File: src/hdl/rpc_pkg.sv
/*
 * Shared constants for the reset pin configuration block: sample bit
 * positions on the data lines, bus mode codes, reset values and the
 * count of cycles before the first bus cycle.
 * Assumes one clock, a synchronous active low reset and the system
 * clock output running at the reference clock rate.
 */
// What this block does
// - bus fault high, data1 low: address [18:3] and data [15:0] form buses
// - bus fault high, data1 high: data [15:8] bus, data [7:0] port H
// - bus fault low: no buses; ports A, B, G and H take the pins
// - address [2:0] high impedance in single chip, driven in expanded modes
// - data lines weakly pulled high during reset; low selects alternate option
// - first bus cycle starts 10 clock output cycles after reset release
// - 16-bit mode: data2 low gives bus request and function codes
// - 16-bit mode: low data line n makes its pin and lower ones address
// - upper address pins act as chip selects or outputs per latched mode
// - data8 low turns bus control pins into port E
// - data9 low turns interrupt pins and clock mode pin into port F
// - data11 low enters slave test mode, high keeps normal operation
// - 16-bit mode: data0 low gives 8-bit boot port, high 16-bit
// - boot chip select active right at reset release
// - emulation chip select only when data10 and data1 both low
// - bus grant tied high when data13, data10 and data1 all low
package rpc_pkg;

    // ----------------------------------------------------------------
    // sample positions on the data lines
    // ----------------------------------------------------------------
    localparam int DATA_W         = 16;
    localparam int D_BOOT_SIZE    = 0;
    localparam int D_BUS_WIDTH    = 1;
    localparam int D_BUS_CTL      = 2;
    localparam int D_UPPER_LO     = 3;
    localparam int D_UPPER_HI     = 7;
    localparam int D_PORT_E       = 8;
    localparam int D_PORT_F       = 9;
    localparam int D_EMU          = 10;
    localparam int D_SLAVE        = 11;
    localparam int D_GRANT_TIE    = 13;
    localparam int UPPER_W        = D_UPPER_HI - D_UPPER_LO + 1;

    // ----------------------------------------------------------------
    // bus modes
    // ----------------------------------------------------------------
    typedef enum logic [1:0] {
        RPC_BUS_16,
        RPC_BUS_8,
        RPC_BUS_SINGLE
    } rpc_bus_mode_e;

    // ----------------------------------------------------------------
    // reset values and timing
    // ----------------------------------------------------------------
    localparam logic [1:0]         BUS_MODE_RST   = 2'h0;
    localparam logic [UPPER_W-1:0] UPPER_RST      = 5'h00;
    localparam logic               FLAG_RST       = 1'b0;
    localparam logic               PULLUP_RST     = 1'b1;
    localparam logic               HIZ_RST        = 1'b1;
    localparam int                 FIRST_BUS_CYC  = 10;
    localparam int                 CNT_W          = 4;
    localparam logic [CNT_W-1:0]   CNT_RST        = 4'h0;
    localparam logic [CNT_W-1:0]   CNT_LAST       = CNT_W'(FIRST_BUS_CYC);

endpackage

File: src/hdl/rpc_pin_config.sv
/*
 * Reset-time pin configuration: samples the bus fault pin and the data
 * lines while reset is held, then latches the pin functions that the
 * chip uses out of reset.
 * Assumes the pins are asynchronous and held steady for at least three
 * clock edges before reset is released, and that outside mode-select
 * drivers let go of the data lines before the first bus cycle.
 */
`timescale 1ns/1ns
`default_nettype none
module rpc_pin_config
    import rpc_pkg::*;
(
    input  wire logic              REF_CLK,
    input  wire logic              RST_N,
    input  wire logic              BUS_FAULT_PIN,
    input  wire logic [DATA_W-1:0] DATA_PIN_I,
    output var  logic              DATA_PULLUP_EN,
    output var  logic [1:0]        BUS_MODE,
    output var  logic              ADDR_MID_BUS_EN,
    output var  logic              DATA_HI_BUS_EN,
    output var  logic              DATA_LO_BUS_EN,
    output var  logic              PORT_A_EN,
    output var  logic              PORT_B_EN,
    output var  logic              PORT_G_EN,
    output var  logic              PORT_H_EN,
    output var  logic              ADDR_LOW_HIZ,
    output var  logic              BUS_CTL_SEL,
    output var  logic [UPPER_W-1:0] UPPER_ADDR_SEL,
    output var  logic [UPPER_W-1:0] UPPER_CS_SEL,
    output var  logic              PORT_E_EN,
    output var  logic              PORT_F_EN,
    output var  logic              SLAVE_MODE,
    output var  logic              BOOT_CS_16BIT,
    output var  logic              BOOT_CS_ACTIVE,
    output var  logic              EMU_CS_EN,
    output var  logic              BUS_GRANT_TIED_HIGH,
    output var  logic              FIRST_BUS_CYCLE,
    output var  logic              BUS_CYCLE_EN
);

    // ----------------------------------------------------------------
    // pin synchronisation
    // ----------------------------------------------------------------
    logic [DATA_W-1:0] data_s;
    logic              fault_s;

    rpc_sync #(
        .W (DATA_W)
    ) u_sync_data (
        .clk (REF_CLK),
        .d   (DATA_PIN_I),
        .q   (data_s)
    );

    rpc_sync #(
        .W (1)
    ) u_sync_fault (
        .clk (REF_CLK),
        .d   (BUS_FAULT_PIN),
        .q   (fault_s)
    );

    // ----------------------------------------------------------------
    // mode sample capture
    // ----------------------------------------------------------------
    logic [DATA_W-1:0] samp_data_r;
    logic              samp_fault_r;
    logic              in_reset_r;
    logic              release_w;

    // no reset here: the sample has to follow the pins during reset
    always_ff @(posedge REF_CLK) begin
        if (!RST_N) begin
            samp_data_r  <= data_s;
            samp_fault_r <= fault_s;
        end
    end

    // tells the release edge apart from every later one
    always_ff @(posedge REF_CLK) begin
        if (!RST_N) begin
            in_reset_r <= 1'b1;
        end else begin
            in_reset_r <= 1'b0;
        end
    end

    // first edge with reset released; the only edge that loads config
    assign release_w = RST_N && in_reset_r;

    // ----------------------------------------------------------------
    // decode
    // ----------------------------------------------------------------
    // pin n of the upper group is address if line n or any higher is low
    function automatic logic [UPPER_W-1:0] upper_addr_map(
        input logic [UPPER_W-1:0] lines
    );
        logic [UPPER_W-1:0] m;
        m = '0;
        for (int i = 0; i < UPPER_W; i++) begin
            for (int j = i; j < UPPER_W; j++) begin
                if (!lines[j]) begin
                    m[i] = 1'b1;
                end
            end
        end
        return m;
    endfunction

    rpc_bus_mode_e      mode_w;
    logic               is16_w;
    logic               expd_w;
    logic [1:0]         bus_mode_nxt;
    logic               addr_mid_nxt;
    logic               data_hi_nxt;
    logic               data_lo_nxt;
    logic               port_h_nxt;
    logic               port_abg_nxt;
    logic               bus_ctl_nxt;
    logic [UPPER_W-1:0] upper_addr_nxt;
    logic [UPPER_W-1:0] upper_cs_nxt;
    logic               port_e_nxt;
    logic               port_f_nxt;
    logic               slave_nxt;
    logic               boot16_nxt;
    logic               emu_nxt;
    logic               grant_tie_nxt;

    always_comb begin
        if (!samp_fault_r) begin
            mode_w = RPC_BUS_SINGLE;
        end else if (!samp_data_r[D_BUS_WIDTH]) begin
            mode_w = RPC_BUS_16;
        end else begin
            mode_w = RPC_BUS_8;
        end
    end

    assign is16_w = (mode_w == RPC_BUS_16);
    assign expd_w = (mode_w != RPC_BUS_SINGLE);

    // ----------------------------------------------------------------
    // per-option decode
    // ----------------------------------------------------------------
    always_comb begin
        bus_mode_nxt   = 2'(mode_w);
        addr_mid_nxt   = expd_w;
        data_hi_nxt    = expd_w;
        data_lo_nxt    = is16_w;
        port_h_nxt     = !is16_w;
        port_abg_nxt   = !expd_w;
        bus_ctl_nxt    = is16_w && !samp_data_r[D_BUS_CTL];
        upper_addr_nxt = '0;
        upper_cs_nxt   = '0;
        if (is16_w) begin
            upper_addr_nxt = upper_addr_map(samp_data_r[D_UPPER_HI:D_UPPER_LO]);
            upper_cs_nxt   = ~upper_addr_nxt;
        end else if (expd_w) begin
            upper_cs_nxt   = '1;
        end
        // single chip: both zero, the upper pins become discrete outputs
        port_e_nxt     = !expd_w || !samp_data_r[D_PORT_E];
        port_f_nxt     = !expd_w || !samp_data_r[D_PORT_F];
        slave_nxt      = !samp_data_r[D_SLAVE];
        boot16_nxt     = is16_w && samp_data_r[D_BOOT_SIZE];
        emu_nxt        = is16_w && !samp_data_r[D_EMU];
        grant_tie_nxt  = emu_nxt && !samp_data_r[D_GRANT_TIE];
    end

    // ----------------------------------------------------------------
    // latched pin functions
    // ----------------------------------------------------------------
    always_ff @(posedge REF_CLK) begin
        if (!RST_N) begin
            DATA_PULLUP_EN <= PULLUP_RST;
        end else begin
            DATA_PULLUP_EN <= 1'b0;
        end
    end

    always_ff @(posedge REF_CLK) begin
        if (!RST_N) begin
            BUS_MODE <= BUS_MODE_RST;
        end else if (release_w) begin
            BUS_MODE <= bus_mode_nxt;
        end
    end

    always_ff @(posedge REF_CLK) begin
        if (!RST_N) begin
            ADDR_MID_BUS_EN <= FLAG_RST;
            DATA_HI_BUS_EN  <= FLAG_RST;
            DATA_LO_BUS_EN  <= FLAG_RST;
        end else if (release_w) begin
            ADDR_MID_BUS_EN <= addr_mid_nxt;
            DATA_HI_BUS_EN  <= data_hi_nxt;
            DATA_LO_BUS_EN  <= data_lo_nxt;
        end
    end

    always_ff @(posedge REF_CLK) begin
        if (!RST_N) begin
            PORT_A_EN <= FLAG_RST;
            PORT_B_EN <= FLAG_RST;
            PORT_G_EN <= FLAG_RST;
            PORT_H_EN <= FLAG_RST;
        end else if (release_w) begin
            PORT_A_EN <= port_abg_nxt;
            PORT_B_EN <= port_abg_nxt;
            PORT_G_EN <= port_abg_nxt;
            PORT_H_EN <= port_h_nxt;
        end
    end

    // low address pins float through reset until the mode is known
    always_ff @(posedge REF_CLK) begin
        if (!RST_N) begin
            ADDR_LOW_HIZ <= HIZ_RST;
        end else if (release_w) begin
            ADDR_LOW_HIZ <= !expd_w;
        end
    end

    // ----------------------------------------------------------------
    // latched options
    // ----------------------------------------------------------------
    always_ff @(posedge REF_CLK) begin
        if (!RST_N) begin
            BUS_CTL_SEL <= FLAG_RST;
        end else if (release_w) begin
            BUS_CTL_SEL <= bus_ctl_nxt;
        end
    end

    always_ff @(posedge REF_CLK) begin
        if (!RST_N) begin
            UPPER_ADDR_SEL <= UPPER_RST;
            UPPER_CS_SEL   <= UPPER_RST;
        end else if (release_w) begin
            UPPER_ADDR_SEL <= upper_addr_nxt;
            UPPER_CS_SEL   <= upper_cs_nxt;
        end
    end

    always_ff @(posedge REF_CLK) begin
        if (!RST_N) begin
            PORT_E_EN <= FLAG_RST;
            PORT_F_EN <= FLAG_RST;
        end else if (release_w) begin
            PORT_E_EN <= port_e_nxt;
            PORT_F_EN <= port_f_nxt;
        end
    end

    always_ff @(posedge REF_CLK) begin
        if (!RST_N) begin
            SLAVE_MODE <= FLAG_RST;
        end else if (release_w) begin
            SLAVE_MODE <= slave_nxt;
        end
    end

    // boot select must answer the very first fetch, so it rises on release
    always_ff @(posedge REF_CLK) begin
        if (!RST_N) begin
            BOOT_CS_ACTIVE <= FLAG_RST;
        end else if (release_w) begin
            BOOT_CS_ACTIVE <= 1'b1;
        end
    end

    // 8-bit boot port is also what the other bus modes are left with
    always_ff @(posedge REF_CLK) begin
        if (!RST_N) begin
            BOOT_CS_16BIT <= FLAG_RST;
        end else if (release_w) begin
            BOOT_CS_16BIT <= boot16_nxt;
        end
    end

    always_ff @(posedge REF_CLK) begin
        if (!RST_N) begin
            EMU_CS_EN <= FLAG_RST;
        end else if (release_w) begin
            EMU_CS_EN <= emu_nxt;
        end
    end

    always_ff @(posedge REF_CLK) begin
        if (!RST_N) begin
            BUS_GRANT_TIED_HIGH <= FLAG_RST;
        end else if (release_w) begin
            BUS_GRANT_TIED_HIGH <= grant_tie_nxt;
        end
    end

    // ----------------------------------------------------------------
    // first bus cycle timing
    // ----------------------------------------------------------------
    // nothing drives the data lines before this; outside drivers must be gone
    rpc_bus_timer u_timer (
        .clk         (REF_CLK),
        .rst_n       (RST_N),
        .first_cycle (FIRST_BUS_CYCLE),
        .bus_enable  (BUS_CYCLE_EN)
    );

endmodule
`default_nettype wire

File: src/hdl/rpc_sync.sv
/*
 * Two flip-flop synchroniser for a group of pin inputs.
 * Assumes the inputs are asynchronous to the clock; no reset, so the
 * chain keeps sampling while the block is held in reset.
 */
`timescale 1ns/1ns
`default_nettype none
module rpc_sync #(
    parameter int W = 1
) (
    input  wire logic         clk,
    input  wire logic [W-1:0] d,
    output var  logic [W-1:0] q
);
    logic [W-1:0] meta_r;

    // first stage is read only by the second
    always_ff @(posedge clk) begin
        meta_r <= d;
        q      <= meta_r;
    end
endmodule
`default_nettype wire

File: src/hdl/rpc_bus_timer.sv
/*
 * Counts clock output cycles after reset release and marks the first
 * bus cycle with a one-cycle pulse and a lasting enable.
 * Assumes the system clock output runs at the clock of this module.
 */
`timescale 1ns/1ns
`default_nettype none
module rpc_bus_timer
    import rpc_pkg::*;
(
    input  wire logic clk,
    input  wire logic rst_n,
    output var  logic first_cycle,
    output var  logic bus_enable
);
    logic [CNT_W-1:0] cnt_r;

    // saturates, so the pulse cannot repeat before the next reset
    always_ff @(posedge clk) begin
        if (!rst_n) begin
            cnt_r <= CNT_RST;
        end else if (cnt_r != CNT_LAST) begin
            cnt_r <= cnt_r + CNT_W'(1);
        end
    end

    always_ff @(posedge clk) begin
        if (!rst_n) begin
            first_cycle <= FLAG_RST;
        end else begin
            first_cycle <= (cnt_r == CNT_LAST - CNT_W'(1));
        end
    end

    // data lines are only ours to drive once this is up
    always_ff @(posedge clk) begin
        if (!rst_n) begin
            bus_enable <= FLAG_RST;
        end else if (cnt_r == CNT_LAST - CNT_W'(1)) begin
            bus_enable <= 1'b1;
        end
    end
endmodule
`default_nettype wire

File: config.mk
export PLATFORM = sky130hd
export DESIGN_NAME = rpc_pin_config
export DESIGN_NICKNAME = d
export VERILOG_FILES = /design/src/hdl/rpc_pkg.sv /design/src/hdl/rpc_pin_config.sv /design/src/hdl/rpc_sync.sv /design/src/hdl/rpc_bus_timer.sv
export SDC_FILE = /design/constraint.sdc
export NUM_CORES = 1
export LEC_CHECK = 0
export BUFFER_PORTS_ARGS = -buffer_cell sky130_fd_sc_hd__buf_2
export CORE_ASPECT_RATIO = 0.5
export CORE_MARGIN = 4
export CORE_UTILIZATION = 50
export CTS_CLUSTER_DIAMETER = 80
export CTS_CLUSTER_SIZE = 14
export DETAILED_ROUTE_END_ITERATION = 16
export GPL_ROUTABILITY_DRIVEN = 0
export PLACE_DENSITY_LB_ADDON = 0.1
export SLEW_MARGIN = 20
export SYNTH_ARGS = -nofsm -noshare
export SYNTH_HDL_FRONTEND = slang
export SYNTH_SLANG_ARGS = --single-unit
File: constraint.sdc
create_clock -name REF_CLK -period 2.5 [get_ports REF_CLK]
set_clock_uncertainty 0.15 [all_clocks]
set_input_delay 0 -clock REF_CLK [delete_from_list [all_inputs] [get_ports REF_CLK]]
set_output_delay 0 -clock REF_CLK [all_outputs]
set_load 0.01 [all_outputs]
After elaboration in Yosys (flattened, before gate mapping) --
Cells that the tools add are included. W data, S select, Z words.
Storage, ports and cells: flip-flop bits (word level) 77, bits of input ports 19, output and inout bits 31, word-level logic and storage cells 73
Operators by class: add/subtract/negate cells 1, equal/unequal tests 3, muxes and demuxes 26, bitwise gates (word level) 1, reduce and logical (&&, ||, !) cells 16
Operator list (number):
- $mux W1 | 22
- $mux W5 | 3
- $logic_not A1 Y1 | 8
- $logic_and A1 B1 Y1 | 5
- $not A5 Y5 | 1
- $add A4 B1 Y4 const B | 1
- $eq A4 B4 Y1 const B | 1
- $ne A4 B4 Y1 const B | 1
- $logic_not A2 Y1 | 1
- $logic_or A1 B1 Y1 | 2
- $mux W2 | 1
- $ne A2 B2 Y1 const B | 1

Depth between registers and ports, before layout --
word-level depth 8, mapped depth 6, gate-level depth less buffers 5

By module --
A second synthesis with hierarchy kept.
Second synthesis, totals: cell total of the unflattened synthesis 177, area, all modules 2407.3 µm²
By module, submodules not included:
- rpc_pin_config | times used 1, cells each 117, area an instance 1447.6 µm², seq. area each 940.9 µm²
- rpc_sync (u_sync_data) | times used 1, cells each 32, area an instance 640.6 µm², seq. area each 640.6 µm²
- rpc_bus_timer | times used 1, cells each 26, area an instance 279.0 µm², seq. area each 120.1 µm²
- rpc_sync (u_sync_fault) | times used 1, cells each 2, area an instance 40.0 µm², seq. area each 40.0 µm²

Least setup slack after synthesis --
Ideal clock, no wire load.
path kind register to register, start reg u_timer.cnt_r[0], end reg u_timer.cnt_r[1], data arrival time 976 ps, slack 1278 ps, stages on the path, launching flop included 6, path buffers 0, period minus slack after synthesis 1222 ps, path through dfxtp_1 > inv_1 > ha_1 > nand3b_1 > nor2_1 > a211oi_1
On the way: longest elaborated chain between the ends 1, elaborated cells on any way between the ends 2, those cells by class add/sub (1); eq/ne (1)
Ends and longest elaborated chain:
- from (decl) | RTL line rpc_bus_timer.sv:16 | logic [CNT_W-1:0] cnt_r;
- from (signal assigned) | RTL line rpc_bus_timer.sv:23 | cnt_r <= cnt_r + CNT_W'(1);
- $add A4 B1 Y4 / $ne A4 B4 Y1 (equally long branches) | RTL line rpc_bus_timer.sv:23, rpc_bus_timer.sv:22
Several ways; a longest one is shown, not always the timed one. A chain may end at the register's enable or synchronous reset.

==> results by group <==
Outcome
  – Outcome: completed

STA
  – Setup ws final: 923.9 ps
  – Period minus WS final: 1576 ps
  – RSZ-0062 raised after global routing: false
  – Worst-Margin Slew: 652.5 ps
  – # setup viols final: 0
  – Final Cycle Share: 0.6304
  – Final Max Slew Viols: 0
  – TNS Setup: 0 ps
  – Relative slew slack: 0.5630
  – Fin. Hold Viols: 0
  – Fmax: about 0.63 GHz

Detailed routing
  – Iter 0 DRT Violations: 8
  – Drc violations: 0
  – Vias: 1330
  – Routed len/inst: roughly 12 um
  – Final ANT Viol Nets: 0
  – DRT Pass-1 Iters: 4
  – Final WL: 3.535 mm
  – Via/cell ratio: 4.634

Synth
  – Post-Synth Simple-Gate Area: 0.1017
  – Adder-cell area share of the yosys netlist: 0.01744
  – Ys flop type: dfxtp_1
  – Syn Area/Cell: ~13 um2
  – Asr flop ratio synth: 0
  – FF+latch count, synth: 74
  – YS warnings: 0
  – Synth cell types: 30
  – Compound-gate portion of the synthesized area: 0.08314
  – Mapped cell area: 2152 um2
  – Synthesized net count: 185
  – Register area share after synthesis: 0.7535
  – Mux cell area share after synthesis: 0
  – Post-synth EDFFs: 14
  – Post-synthesis xor/xnor area fraction: 0.008140
  – Cells after synthesis: 163
  – Main combinational cell family by area after synthesis: simple AND/OR/NAND/NOR gates

CTS
  – Worst-Skew Late Latency: 330 ps
  – Max clock buf depth: 2
  – CTS clk-pin slew, worst paths: 70 ps
  – H-tree levels: 3
  – TritonCTS clock tree: yes
  – Post-CTS sizing: 0
  – Clock root buffer: clkbuf_8
  – Clock Sink Count: 74
  – CTS Buf Count: 9

Critical path
  – Critical Path Start Type: flip-flop
  – Crit. Startpoint: DATA_PULLUP_EN
  – Worst reg2reg startpoint: DATA_PULLUP_EN
  – Crit path kind: reg -> reg
  – CP endpoint kind: flip-flop
  – Crit Path Max Fanout: 16
  – Data required time of the critical path: 2630 ps
  – Crit path DAT: 1710 ps

Hold path
  – Worst min-delay path startpoint: BUS_FAULT_PIN
  – Worst min-delay path category: in -> reg

Power and ir drop
  – Max IR drop VDD: 0.4780 mV
  – PwrDens: 841.4 nW/um2
  – P_leak: 1.207 nW

Finish
  – Commonest non-fill, non-tap cell in the layout: dfxtp_1
  – Fin util: 0.6816
  – Most frequent cells in the layout: 60 x dfxtp_1, 46 x buf_2, 19 x nand2_1
  – Final instance area: 2743 um2
  – Final non-filler cell total: 287
  – Ant. Diodes: 0
  – Area Growth Syn to Fin: 27.44%
  – # nets final: 250
  – Share of cells above drive strength 1: 0.2833

GRT
  – M2 GR Usage: 0.2495
  – Largest net degree at the start of global routing: 17
  – Vias in the first global route: 1293
  – Global-route wire length before repair: 5.678 mm
  – Gr ovfl total: 0
  – GR Util met3: 0.07252
  – GR Util All Layers: 0.1423
  – Initial antenna violation count: 0
  – Busiest grt layer: met2
  – M1 GR Usage: 0.1463

Die
  – Die Wd: 100.8 um
  – IO Pins: 50
  – Initial Utilization: 0.5348
  – Row count: 16
  – Die Y: between 50 and 60 um
  – Die area: 5481 um2
  – Core area: 4024 um2

Placed design
  – HPWL Detailed: 2.232 mm
  – Placed standard-cell area: 2395 um2
  – IO buf count: 46
  – DP Cell Count: between 200 and 300
  – Place WS: 619.2 ps

Run
  – Max-cap violations: 0
-- registers in the layout (all words and copies together) (netlist names), 2 cells and up --
| signal | count |
|---|---|
| BUS_MODE | 2 |
| UPPER_CS_SEL | 5 |
| samp_data_r | 13 |
| UPPER_ADDR_SEL | 5 |
| u_timer.cnt_r | 4 |
| u_sync_data.q | 13 |
| u_sync_data.meta_r | 13 |
-- cell usage after synthesis (2+ instances only) --
cell | number | share of area
a31oi_1 | 3 | 0.0087
nand2_1 | 19 | 0.033
o21ai_1 | 2 | 0.0047
dfxtp_1 | 60 | 0.56
inv_1 | 3 | 0.0052
nand3b_1 | 3 | 0.010
buf_4 | 4 | 0.014
buf_6 | 2 | 0.010
nor2_1 | 14 | 0.024
o21ai_0 | 10 | 0.023
a211oi_1 | 2 | 0.0070
buf_2 | 2 | 0.0047
ha_1 | 3 | 0.017
nand3_1 | 2 | 0.0047
edfxtp_1 | 14 | 0.20
a22o_1 | 4 | 0.016
a21oi_1 | 3 | 0.0070
-- worst paths after layout --
path / endpoint / slack (ps) / cells past startpoint
max: UPPER_ADDR_SEL[3] / 920 / 3
min: u_sync_fault.meta_r / 140 / 2
max reg2reg: UPPER_ADDR_SEL[3] / 920 / 3
min reg2reg: u_sync_data.q[0] / 180 / 0
-- cells by family (layout without fill, tap and decap cells) --
family	count (synthesis)	in the layout
xor+xnor	2	2
flops	74	74
fa+ha+maj	3	3
buf+inv	12	82
compound gates	28	28
simple gates	44	44
-- cell type report --
class / instances / area, um2
clock buffer: 10 / 127.6
timing repair buffer: 62 / 387.9
inverter: 4 / 15.01
tap: 54 / 67.56
fill: 322 / 1281
clock inverter: 6 / 67.56
sequential: 74 / 1622
multi-input combinational: 77 / 455.4
-- timing repair --
action                                 4_1_cts  5_1_grt
endpoints found under the hold margin       27        0
hold buffers                                15        0
setup buffers                                0        0
-- worst max-delay path: stages (launching register included) --
cell and delay [ps]:
dfxtp_1 700, nand3_4 230, nor2_1 270, a22o_1 170
-- metrics by stage --
stage / total power [mW] / hold slack (ps)
6_report: 2.308 / 144.0
3_5_place_dp: 1.435 / -46.41
2_1_floorplan: 1.393 / -122.3
4_1_cts: 2.331 / 126.1
5_1_grt: 2.408 / 142.8
3_3_place_gp: 1.431 / -47.76
-- power breakdown --
group	switching [mW]	total (mW)	internal, mW
Clock	0.420	0.883	0.462
Sequential	0.0329	1.31	1.28
Combinational	0.0558	0.115	0.0590
-- layer usage --
| metal | up-vias | wire (um) |
|---|---|---|
| met5 | - | 0 |
| met4 | 0 | 50 |
| met3 | 7 | 245 |
| met2 | 27 | 1709 |
| met1 | 616 | 1531 |
| li1 | 680 | - |
No activity file was read; power rests on OpenSTA's default activity.
